## config.mk

```make
export PLATFORM = sky130hd
export DESIGN_NAME = fdsr_status_bank
export DESIGN_NICKNAME = d
export VERILOG_FILES = /design/src/logic/fdsr_pkg.sv /design/src/logic/fdsr_sync.sv /design/src/logic/fdsr_status_bank.sv
export VERILOG_INCLUDE_DIRS = /design/src /design/src/logic
export SDC_FILE = /design/constraint.sdc
export NUM_CORES = 1
export LEC_CHECK = 0
export ABC_AREA = 1
export BUFFER_PORTS_ARGS = -buffer_cell sky130_fd_sc_hd__buf_2
export CORE_AREA = 2 2 77 79
export CTS_CLUSTER_DIAMETER = 200
export DETAILED_ROUTE_END_ITERATION = 10
export DIE_AREA = 0 0 79 81
export REMOVE_ABC_BUFFERS = 1
export SLEW_MARGIN = 20
export SYNTH_ARGS = -nofsm -noshare
export SYNTH_HDL_FRONTEND = slang
export SYNTH_HIERARCHICAL = 1
export SYNTH_SLANG_ARGS = --single-unit
```

## constraint.sdc

```tcl
create_clock -name clk -period 1.1 [get_ports clk]
set_input_delay 0.055 -clock clk [delete_from_list [all_inputs] [get_ports clk]]
set_output_delay 0.055 -clock clk [all_outputs]
set_load 0.1 [all_outputs]
```

## src/logic/fdsr_params.svh

```systemverilog
// Register offsets, bit positions and fixed values of the drive status bank
`ifndef FDSR_PARAMS_SVH
`define FDSR_PARAMS_SVH

// ----------------------------------------------------------------------
// Register offsets on the port
// ----------------------------------------------------------------------
`define FDSR_OFS_STATUS_A 3'h0
`define FDSR_OFS_STATUS_B 3'h1
`define FDSR_OFS_DIGITAL_IN 3'h7
`define FDSR_OFS_CTRL 3'h6

// ----------------------------------------------------------------------
// Bit positions
// ----------------------------------------------------------------------
`define FDSR_A_IRQ 7
`define FDSR_A_DRV2 6
`define FDSR_A_DRQ 6
`define FDSR_A_STEP 5
`define FDSR_A_TRACK_ZERO_INV 4
`define FDSR_A_HEAD 3
`define FDSR_A_INDEX 2
`define FDSR_A_WPROT 1
`define FDSR_A_DIR 0
`define FDSR_B_DRV2 7
`define FDSR_B_DSB 6
`define FDSR_B_DSA 5
`define FDSR_B_WDATA 4
`define FDSR_B_RDATA 3
`define FDSR_B_WRITE_GATE_INV 2
`define FDSR_B_DSD 1
`define FDSR_B_DSC 0
`define FDSR_B_MOTB 1
`define FDSR_B_MOTA 0

// ----------------------------------------------------------------------
// Fixed values and reset values
// ----------------------------------------------------------------------
`define FDSR_B_RSVD_FIRST 2'h3
`define FDSR_CTRL_RESET 8'h00
`define FDSR_CTRL_MODE_BIT 0
`define FDSR_CTRL_RATE_LSB 1
`define FDSR_RATE_KBPS_250 2'h2
`define FDSR_RATE_KBPS_300 2'h1
`define FDSR_RATE_KBPS_500 2'h0
`define FDSR_RATE_MBPS_1 2'h3

`endif

```

## src/logic/fdsr_pkg.sv

```systemverilog
// Types shared by the drive status bank
package fdsr_pkg;
	// Register layout selector
	typedef enum logic {
		FDSR_MODE_FIRST = 1'b0,
		FDSR_MODE_SECOND = 1'b1
	} fdsr_mode_t;

	// Transfer rate encoding
	typedef enum logic [1:0] {
		FDSR_RATE_500K = 2'h0,
		FDSR_RATE_300K = 2'h1,
		FDSR_RATE_250K = 2'h2,
		FDSR_RATE_1M = 2'h3
	} fdsr_rate_t;
endpackage

```

## src/logic/fdsr_sync.sv

```systemverilog
// Three-stage pin synchroniser with agreement check and edge pulses
`timescale 1ns/1ps
module fdsr_sync #(
	parameter int WIDTH = 4
) (
	// Clock and reset
	input wire logic clk,
	input wire logic rst,
	// Pins from outside the clock domain
	input wire logic [WIDTH-1:0] pin_in,
	// Filtered level and its edges
	output logic [WIDTH-1:0] level_out,
	output logic [WIDTH-1:0] rise_out,
	output logic [WIDTH-1:0] fall_out
);
	logic [WIDTH-1:0] s1_r;
	logic [WIDTH-1:0] s2_r;
	logic [WIDTH-1:0] s3_r;
	logic [WIDTH-1:0] lvl_r;
	logic [WIDTH-1:0] lvl_nxt;
	wire [WIDTH-1:0] agree;

	// A change counts only once stages two and three agree
	assign agree = ~(s2_r ^ s3_r);
	assign lvl_nxt = (agree & s3_r) | (~agree & lvl_r);

	// Chain and filtered level; the first stage feeds only the second
	always_ff @(posedge clk) begin
		if (rst) begin
			s1_r <= '0;
			s2_r <= '0;
			s3_r <= '0;
			lvl_r <= '0;
		end else begin
			s1_r <= pin_in;
			s2_r <= s1_r;
			s3_r <= s2_r;
			lvl_r <= lvl_nxt;
		end
	end

	// Edges are one-cycle pulses of the filtered level
	assign level_out = lvl_r;
	assign rise_out = lvl_nxt & ~lvl_r;
	assign fall_out = ~lvl_nxt & lvl_r;
endmodule

```

## src/logic/fdsr_status_bank.sv

```systemverilog
// Floppy drive status registers A and B with two compatibility layouts
`timescale 1ns/1ps
`include "fdsr_params.svh"
module fdsr_status_bank (
	// Clock and reset
	input wire logic clk,
	input wire logic rst,
	// Register port
	input wire logic [2:0] reg_addr,
	input wire logic [7:0] reg_wdata,
	input wire logic reg_wr,
	input wire logic reg_rd,
	output logic [7:0] reg_rdata,
	// Controller state, same clock
	input wire logic irq_pending,
	input wire logic dma_request,
	input wire logic drive_select_mirror,
	input wire logic motor_a_on,
	input wire logic second_drive_absent,
	// Drive outputs, active low, driven by controller logic on this clock
	input wire logic step_out_n,
	input wire logic dir_out_n,
	input wire logic head_side_raw,
	input wire logic write_gate_out_n,
	input wire logic drive_a_select_raw,
	// Drive inputs and data lines from the pins, active low
	input wire logic track_zero_raw,
	input wire logic index_raw_n,
	input wire logic write_protect_raw,
	input wire logic read_data_n,
	input wire logic write_data_n,
	// Settings seen by the controller core
	output logic layout_mode,
	output logic [1:0] rate_sel
);
	// ------------------------------------------------------------------
	// Pin synchronisers
	// ------------------------------------------------------------------
	logic [4:0] pin_lvl;
	logic [4:0] pin_rise;
	logic [4:0] pin_fall;

	// Order: write data, read data, index, write protect, track zero
	// Data lines enter inverted so their idle high matches the cleared
	// chain; otherwise leaving reset would look like a rising edge
	fdsr_sync #(
		.WIDTH(5)
	) u_sync (
		.clk(clk),
		.rst(rst),
		.pin_in({~write_data_n, ~read_data_n, index_raw_n,
			write_protect_raw, track_zero_raw}),
		.level_out(pin_lvl),
		.rise_out(pin_rise),
		.fall_out(pin_fall)
	);

	wire track_zero_inv_s = pin_lvl[0];
	wire wprot_s = pin_lvl[1];
	wire index_s = pin_lvl[2];
	// A fall of the inverted copy is a rise of the line itself
	wire rdata_rise = pin_fall[3];
	wire wdata_rise = pin_fall[4];

	// Write gate comes from our own clock domain, so only an edge register
	logic write_gate_inv_d_r;
	wire write_gate_inv_fall = write_gate_inv_d_r & ~write_gate_out_n;

	// ------------------------------------------------------------------
	// Control register: layout mode and transfer rate
	// ------------------------------------------------------------------
	logic [7:0] ctrl_r;
	wire sel_a = (reg_addr == `FDSR_OFS_STATUS_A);
	wire sel_b = (reg_addr == `FDSR_OFS_STATUS_B);
	wire sel_din = (reg_addr == `FDSR_OFS_DIGITAL_IN);
	wire sel_ctrl = (reg_addr == `FDSR_OFS_CTRL);
	// Status offsets take no write at all
	wire ctrl_wr = reg_wr & sel_ctrl;
	wire din_rd = reg_rd & sel_din;

	assign layout_mode = ctrl_r[`FDSR_CTRL_MODE_BIT];
	// Any of the four encodings is a supported rate
	assign rate_sel = ctrl_r[`FDSR_CTRL_RATE_LSB +: 2];
	wire second = (layout_mode == fdsr_pkg::FDSR_MODE_SECOND);

	always_ff @(posedge clk) begin
		if (rst) begin
			ctrl_r <= `FDSR_CTRL_RESET;
		end else if (ctrl_wr) begin
			ctrl_r <= {5'h00, reg_wdata[2:0]};
		end
	end

	// ------------------------------------------------------------------
	// Step latch and data-line flags
	// ------------------------------------------------------------------
	logic latched_head_step;
	logic wdata_tog_r;
	logic rdata_tog_r;
	logic write_pulse_latch;
	logic read_pulse_latch;
	logic write_gate_latch;

	// Step latch catches a step pulse; cleared by the next status A read
	// so a short pulse is not missed between polls
	wire step_clr = reg_rd & sel_a;
	wire step_nxt = ~step_out_n | (latched_head_step & ~step_clr);

	// Toggles and latches: a set in the clearing cycle wins
	always_ff @(posedge clk) begin
		if (rst) begin
			write_gate_inv_d_r <= 1'b1;
			latched_head_step <= 1'b0;
			wdata_tog_r <= 1'b0;
			rdata_tog_r <= 1'b0;
			write_pulse_latch <= 1'b0;
			read_pulse_latch <= 1'b0;
			write_gate_latch <= 1'b0;
		end else begin
			write_gate_inv_d_r <= write_gate_out_n;
			latched_head_step <= step_nxt;
			wdata_tog_r <= wdata_tog_r ^ wdata_rise;
			rdata_tog_r <= rdata_tog_r ^ rdata_rise;
			write_pulse_latch <= wdata_rise
				| (write_pulse_latch & ~din_rd);
			read_pulse_latch <= rdata_rise
				| (read_pulse_latch & ~din_rd);
			write_gate_latch <= write_gate_inv_fall
				| (write_gate_latch & ~din_rd);
		end
	end

	// ------------------------------------------------------------------
	// Status A layouts
	// ------------------------------------------------------------------
	wire [7:0] stat_a_first;
	wire [7:0] stat_a_second;

	// Live bits follow their signals from reset onward
	assign stat_a_first[`FDSR_A_IRQ] = irq_pending;
	assign stat_a_first[`FDSR_A_DRV2] = second_drive_absent;
	assign stat_a_first[`FDSR_A_STEP] = ~step_out_n;
	assign stat_a_first[`FDSR_A_TRACK_ZERO_INV] = track_zero_inv_s;
	assign stat_a_first[`FDSR_A_HEAD] = ~head_side_raw;
	assign stat_a_first[`FDSR_A_INDEX] = index_s;
	assign stat_a_first[`FDSR_A_WPROT] = wprot_s;
	assign stat_a_first[`FDSR_A_DIR] = ~dir_out_n;

	assign stat_a_second[`FDSR_A_IRQ] = irq_pending;
	assign stat_a_second[`FDSR_A_DRQ] = dma_request;
	assign stat_a_second[`FDSR_A_STEP] = latched_head_step;
	assign stat_a_second[`FDSR_A_TRACK_ZERO_INV] = ~track_zero_inv_s;
	assign stat_a_second[`FDSR_A_HEAD] = head_side_raw;
	assign stat_a_second[`FDSR_A_INDEX] = ~index_s;
	assign stat_a_second[`FDSR_A_WPROT] = ~wprot_s;
	assign stat_a_second[`FDSR_A_DIR] = dir_out_n;

	// ------------------------------------------------------------------
	// Status B layouts
	// ------------------------------------------------------------------
	wire [7:0] stat_b_first;
	wire [7:0] stat_b_second;

	assign stat_b_first[7:6] = `FDSR_B_RSVD_FIRST;
	assign stat_b_first[`FDSR_B_DSA] = drive_select_mirror;
	assign stat_b_first[`FDSR_B_WDATA] = wdata_tog_r;
	assign stat_b_first[`FDSR_B_RDATA] = rdata_tog_r;
	assign stat_b_first[`FDSR_B_WRITE_GATE_INV] = ~write_gate_out_n;
	// Second motor output does not exist, so its bit is fixed
	assign stat_b_first[`FDSR_B_MOTB] = 1'b0;
	assign stat_b_first[`FDSR_B_MOTA] = motor_a_on;

	assign stat_b_second[`FDSR_B_DRV2] = second_drive_absent;
	assign stat_b_second[`FDSR_B_DSB] = 1'b1;
	assign stat_b_second[`FDSR_B_DSA] = drive_a_select_raw;
	assign stat_b_second[`FDSR_B_WDATA] = write_pulse_latch;
	assign stat_b_second[`FDSR_B_RDATA] = read_pulse_latch;
	assign stat_b_second[`FDSR_B_WRITE_GATE_INV] = write_gate_latch;
	assign stat_b_second[`FDSR_B_DSD] = 1'b1;
	assign stat_b_second[`FDSR_B_DSC] = 1'b1;

	// ------------------------------------------------------------------
	// Read path: data valid the cycle after the strobe
	// ------------------------------------------------------------------
	wire [7:0] stat_a = second ? stat_a_second : stat_a_first;
	wire [7:0] stat_b = second ? stat_b_second : stat_b_first;
	wire [7:0] rd_mux = sel_a ? stat_a :
		sel_b ? stat_b :
		sel_ctrl ? ctrl_r :
		8'h00;
	logic [7:0] rdata_r;

	// Unmapped offsets and the digital input slot read as zero
	always_ff @(posedge clk) begin
		if (rst) begin
			rdata_r <= 8'h00;
		end else if (reg_rd) begin
			rdata_r <= rd_mux;
		end else begin
			rdata_r <= 8'h00;
		end
	end

	assign reg_rdata = rdata_r;
endmodule

```

Word-level counts from Yosys, hierarchy flattened

Index checks and enable logic that the tools add are counted.

Input bits: 30
Word-level logic and storage cells: 57
Register bits after elaboration: 38
Output and inout port bits: 11

Eq/ne operators: 3
Bitwise gates (word level): 34
Muxes and demuxes: 5
Reductions and logical operators: 2

Operator list:

| operator                                                         | number |
|---|---|
| 8-bit two-way mux                                                | 3 |
| 5-bit bitwise AND                                                | 3 |
| 5-bit NOT                                                        | 3 |
| 1-bit NOT                                                        | 12 |
| 1-bit bitwise AND                                                | 8 |
| 7-bit two-way mux                                                | 1 |
| 3-bit == test (second input constant)                            | 2 |
| 5-bit OR                                                         | 1 |
| 5-bit bitwise XOR                                                | 1 |
| 1-bit OR                                                         | 4 |
| 3-bit by 1-bit == test with 1-bit output (second input constant) | 1 |
| 3-bit logical NOT                                                | 1 |
| 3-bit two-way mux                                                | 1 |
| 2-bit OR reduction                                               | 1 |
| 1-bit bitwise XOR                                                | 2 |

Logic depth before layout (Yosys ltp)

Word-level depth: 8
Gate-level depth with buffers: 7

Cells and area by module

Netlist, hierarchy kept.

Modules (own cells, without submodules):

| module           | area an instance (µm²) | times used | seq. area each (µm²) | cells each |
|---|---|---|---|---|
| fdsr_status_bank | 900.9                  | 1          | 360.3                | 145 |
| fdsr_sync        | 718.2                  | 1          | 400.4                | 101 |

Worst setup path before layout

Ideal clock, no wire load.

Path type: register to register
From: reg ctrl_r[0]
To: reg rdata_r[6] (netlist: reg_rdata[6])
Data arrival time: 1563 ps
Period minus slack after synthesis: 1676 ps
Setup slack: -576 ps
Stages on the path, launching flop included: 5
Buffers on the path: 1
Path through: dfxtp_1 -> buf_4 -> o21ai_0 -> o21ai_1 -> inv_1

Longest elaborated chain between the ends: 2

Ends and longest elaborated chain:

| what                   | line                    | RTL |
|---|---|---|
| from (decl)            | fdsr_status_bank.sv:72  | `logic [7:0] ctrl_r;` |
| from (signal assigned) | fdsr_status_bank.sv:88  | `` ctrl_r <= `FDSR_CTRL_RESET; `` |
| from (signal assigned) | fdsr_status_bank.sv:90  | `ctrl_r <= {5'h00, reg_wdata[2:0]};` |
| 7-bit two-way mux      | fdsr_status_bank.sv:185 | `wire [7:0] stat_a = second ? stat_a_second : stat_a_first;` |
| 8-bit two-way mux      | fdsr_status_bank.sv:187 | `wire [7:0] rd_mux = sel_a ? stat_a :` |
| to (signal assigned)   | fdsr_status_bank.sv:198 | `rdata_r <= rd_mux;` |
| to (decl)              | fdsr_status_bank.sv:191 | `logic [7:0] rdata_r;` |

Every way passes these cells.
A chain may end at the register's enable or synchronous reset.

Worst setup path in the final report

From: reg rdata_r[7] (netlist: reg_rdata[7])
To: out reg_rdata[7]

RTL lines:

| what      | line                   | RTL |
|---|---|---|
| to (decl) | fdsr_status_bank.sv:13 | `output logic [7:0] reg_rdata,` |

No word-level cell between the ends.

==> impl_metrics.yaml <==
status:
  outcome: "completed"
layout:
  num-fill-cells: 616
  drive_gt1_frac: 0.197
  num_antenna_cells: 0
  final_cell_mix: "nand2_1 (81), inv_1 (42), dfxtp_1 (38)"
  syn_to_final_growth_pct: 35.5
  seqCellArea_um2: 761
  nets: 314
  multiInputGateArea_um2: 599
  final_common_cell: "nand2_1"
  final_area_mm2: 0.00212
worst_setup_path:
  crit_fanout: 1
  end_kind: "output port"
  worst-endpoint-required_ns: 1.04
  cp-start-kind: "register"
  cp_top_family: "buffers and inverters"
  cpPeakStageDelay_ns: 0.41
  path_class: "register to output port"
  worst-path-buf-inv: 1
  critPathSlowestCell: "buf_2"
  cp.arrival_ns: 1.00
  critical_path.cell_chain: "buf_2"
floorplan:
  rows: 28
  die-area_mm2: 0.00640
  die_w_um: 79
  start_util: 0.276
  io_pins: 41
  die_h_um: 81
  core_mm2: 0.00568
clock_network:
  clkTransAtPathRegs_ns: 0.07
  insertion_delay_ns: 0.28
  numCtsBuffers: 5
  clock_path_buffers: 2
  cts.sinks: 38
  htree_levels: 2
  cts_setup_buffers: 0
  root_buffer: "clkbuf_8"
  cts_tree: "yes"
global_routing:
  grt_use_total: 0.107
  grt_max_degree: 27
  grt_pass1_vias: 1267
  grt_pass1_wl_um: 5330
  antenna_found_initial: 0
  grt_overflow: 0
routing:
  ant_nets: 0
  drt_wl_total_um: 3040
  dr.first_iter.drc_count: 45
  vias_per_cell: 3.91
  drt_pass1_iterations: 4
  drc: 0
  via_count: 1404
  wl_per_cell_um: 8.48
place:
  gp_congestion: 0.794
  pre_cts_ws_ns: 0.145
  numPortBuffers: 35
  dpl_cell_area_mm2: 0.00192
  dp_hpwl_um: 2200
power_and_ir_drop:
  vdd_ir_drop_max_v: 0.000521
  combPwrFrac: 0.112
  swShare: 0.230
  total_power_mw: 2.94
  seqPwrFrac: 0.487
  p_clk_frac: 0.401
  p_sw_mw: 0.678
  power_density_mw_per_mm2: 1390
  p_int_mw: 2.27
  leakagePower_nw: 1.05
sta:
  finalWorstSetupSlack_ns: 0.0411
  min_period_ns: 1.06
  tightest_slew_ns: 0.485
  rsz0062_at_grt: "false"
  hold_viol_final: 0
  skew_ns: 0.00258
  setup_viol: 0
  final.setup.tns_ns: 0
  relSlewSlack: 0.679
  clock.fmax_mhz: 944
  fin_crit_sh: 0.963
  slew_viol_final: 0
synthesis:
  syn_area_mm2: 0.00157
  syn_area_per_cell_um2: 6.69
  synth-warning-count: 6
  synthCells: 234
worst_hold_path:
  hold_class: "input pin to register"
job:
  maxCapViolations: 0
==> final timing paths <==
kind	startpoint	cells past startpoint	to	slack, ns
worst min-delay path	reg_wdata[0]	3	ctrl_r[0]	0.02
worst min register to register	u_sync/s1_r[3]	2	u_sync/s2_r[3]	0.40
worst max register to register	u_sync/level_out[4]	4	wdata_tog_r	0.14
worst max-delay path	reg_rdata[7]	1	reg_rdata[7]	0.04
==> layer usage <==
metal | track usage | part of all wire
met1 | 0.129 | 0.50
met2 | 0.175 | 0.42
met3 | 0.0356 | 0.067
met4 | 0.0414 | 0.014
met5 | 0 | 0
==> area by class of cell <==
class | instances | share of cell area
Multi-Input combinational cell | 145 | 0.283
Timing Repair Buffer | 47 | 0.178
Sequential cell | 38 | 0.359
Clock buffer | 6 | 0.0389
Clock inverter | 1 | 0.0142
Tap cell | 75 | 0.0442
Inverter | 47 | 0.0832
==> through the flow <==
stage	util	hold WS [ns]	instances
after global routing	0.374	0.0347	359
after floorplan	-	0.124	230
after global placement	0.338	0.258	343
after detailed placement	0.338	0.261	343
final	0.374	0.0197	359
after CTS	0.374	0.0145	359
==> flip-flops by register name, indices dropped and copies added, names as in the netlist <==
register / count
reg_rdata: 8
u_sync/level_out: 5
u_sync/s1_r: 5
u_sync/s2_r: 5
u_sync/s3_r: 5
ctrl_r: 3
latched_head_step: 1
rdata_tog_r: 1
read_pulse_latch: 1
wdata_tog_r: 1
write_gate_inv_d_r: 1
write_gate_latch: 1
write_pulse_latch: 1
==> power by group through the flow <==
stage,sequential (mW),combinational [mW],clock (mW)
2_1_floorplan,1.54,0.106,0
3_3_place_gp,1.46,0.304,0
3_5_place_dp,1.47,0.307,0
4_1_cts,1.43,0.332,1.22
5_1_grt,1.44,0.367,1.28
6_report,1.43,0.329,1.18
==> timing repair <==
item	in CTS	in global routing
endpoints found under the hold margin	9	0
hold buffers	9	0
resized for setup	0	0
Power figures use the tool's default switching activity.
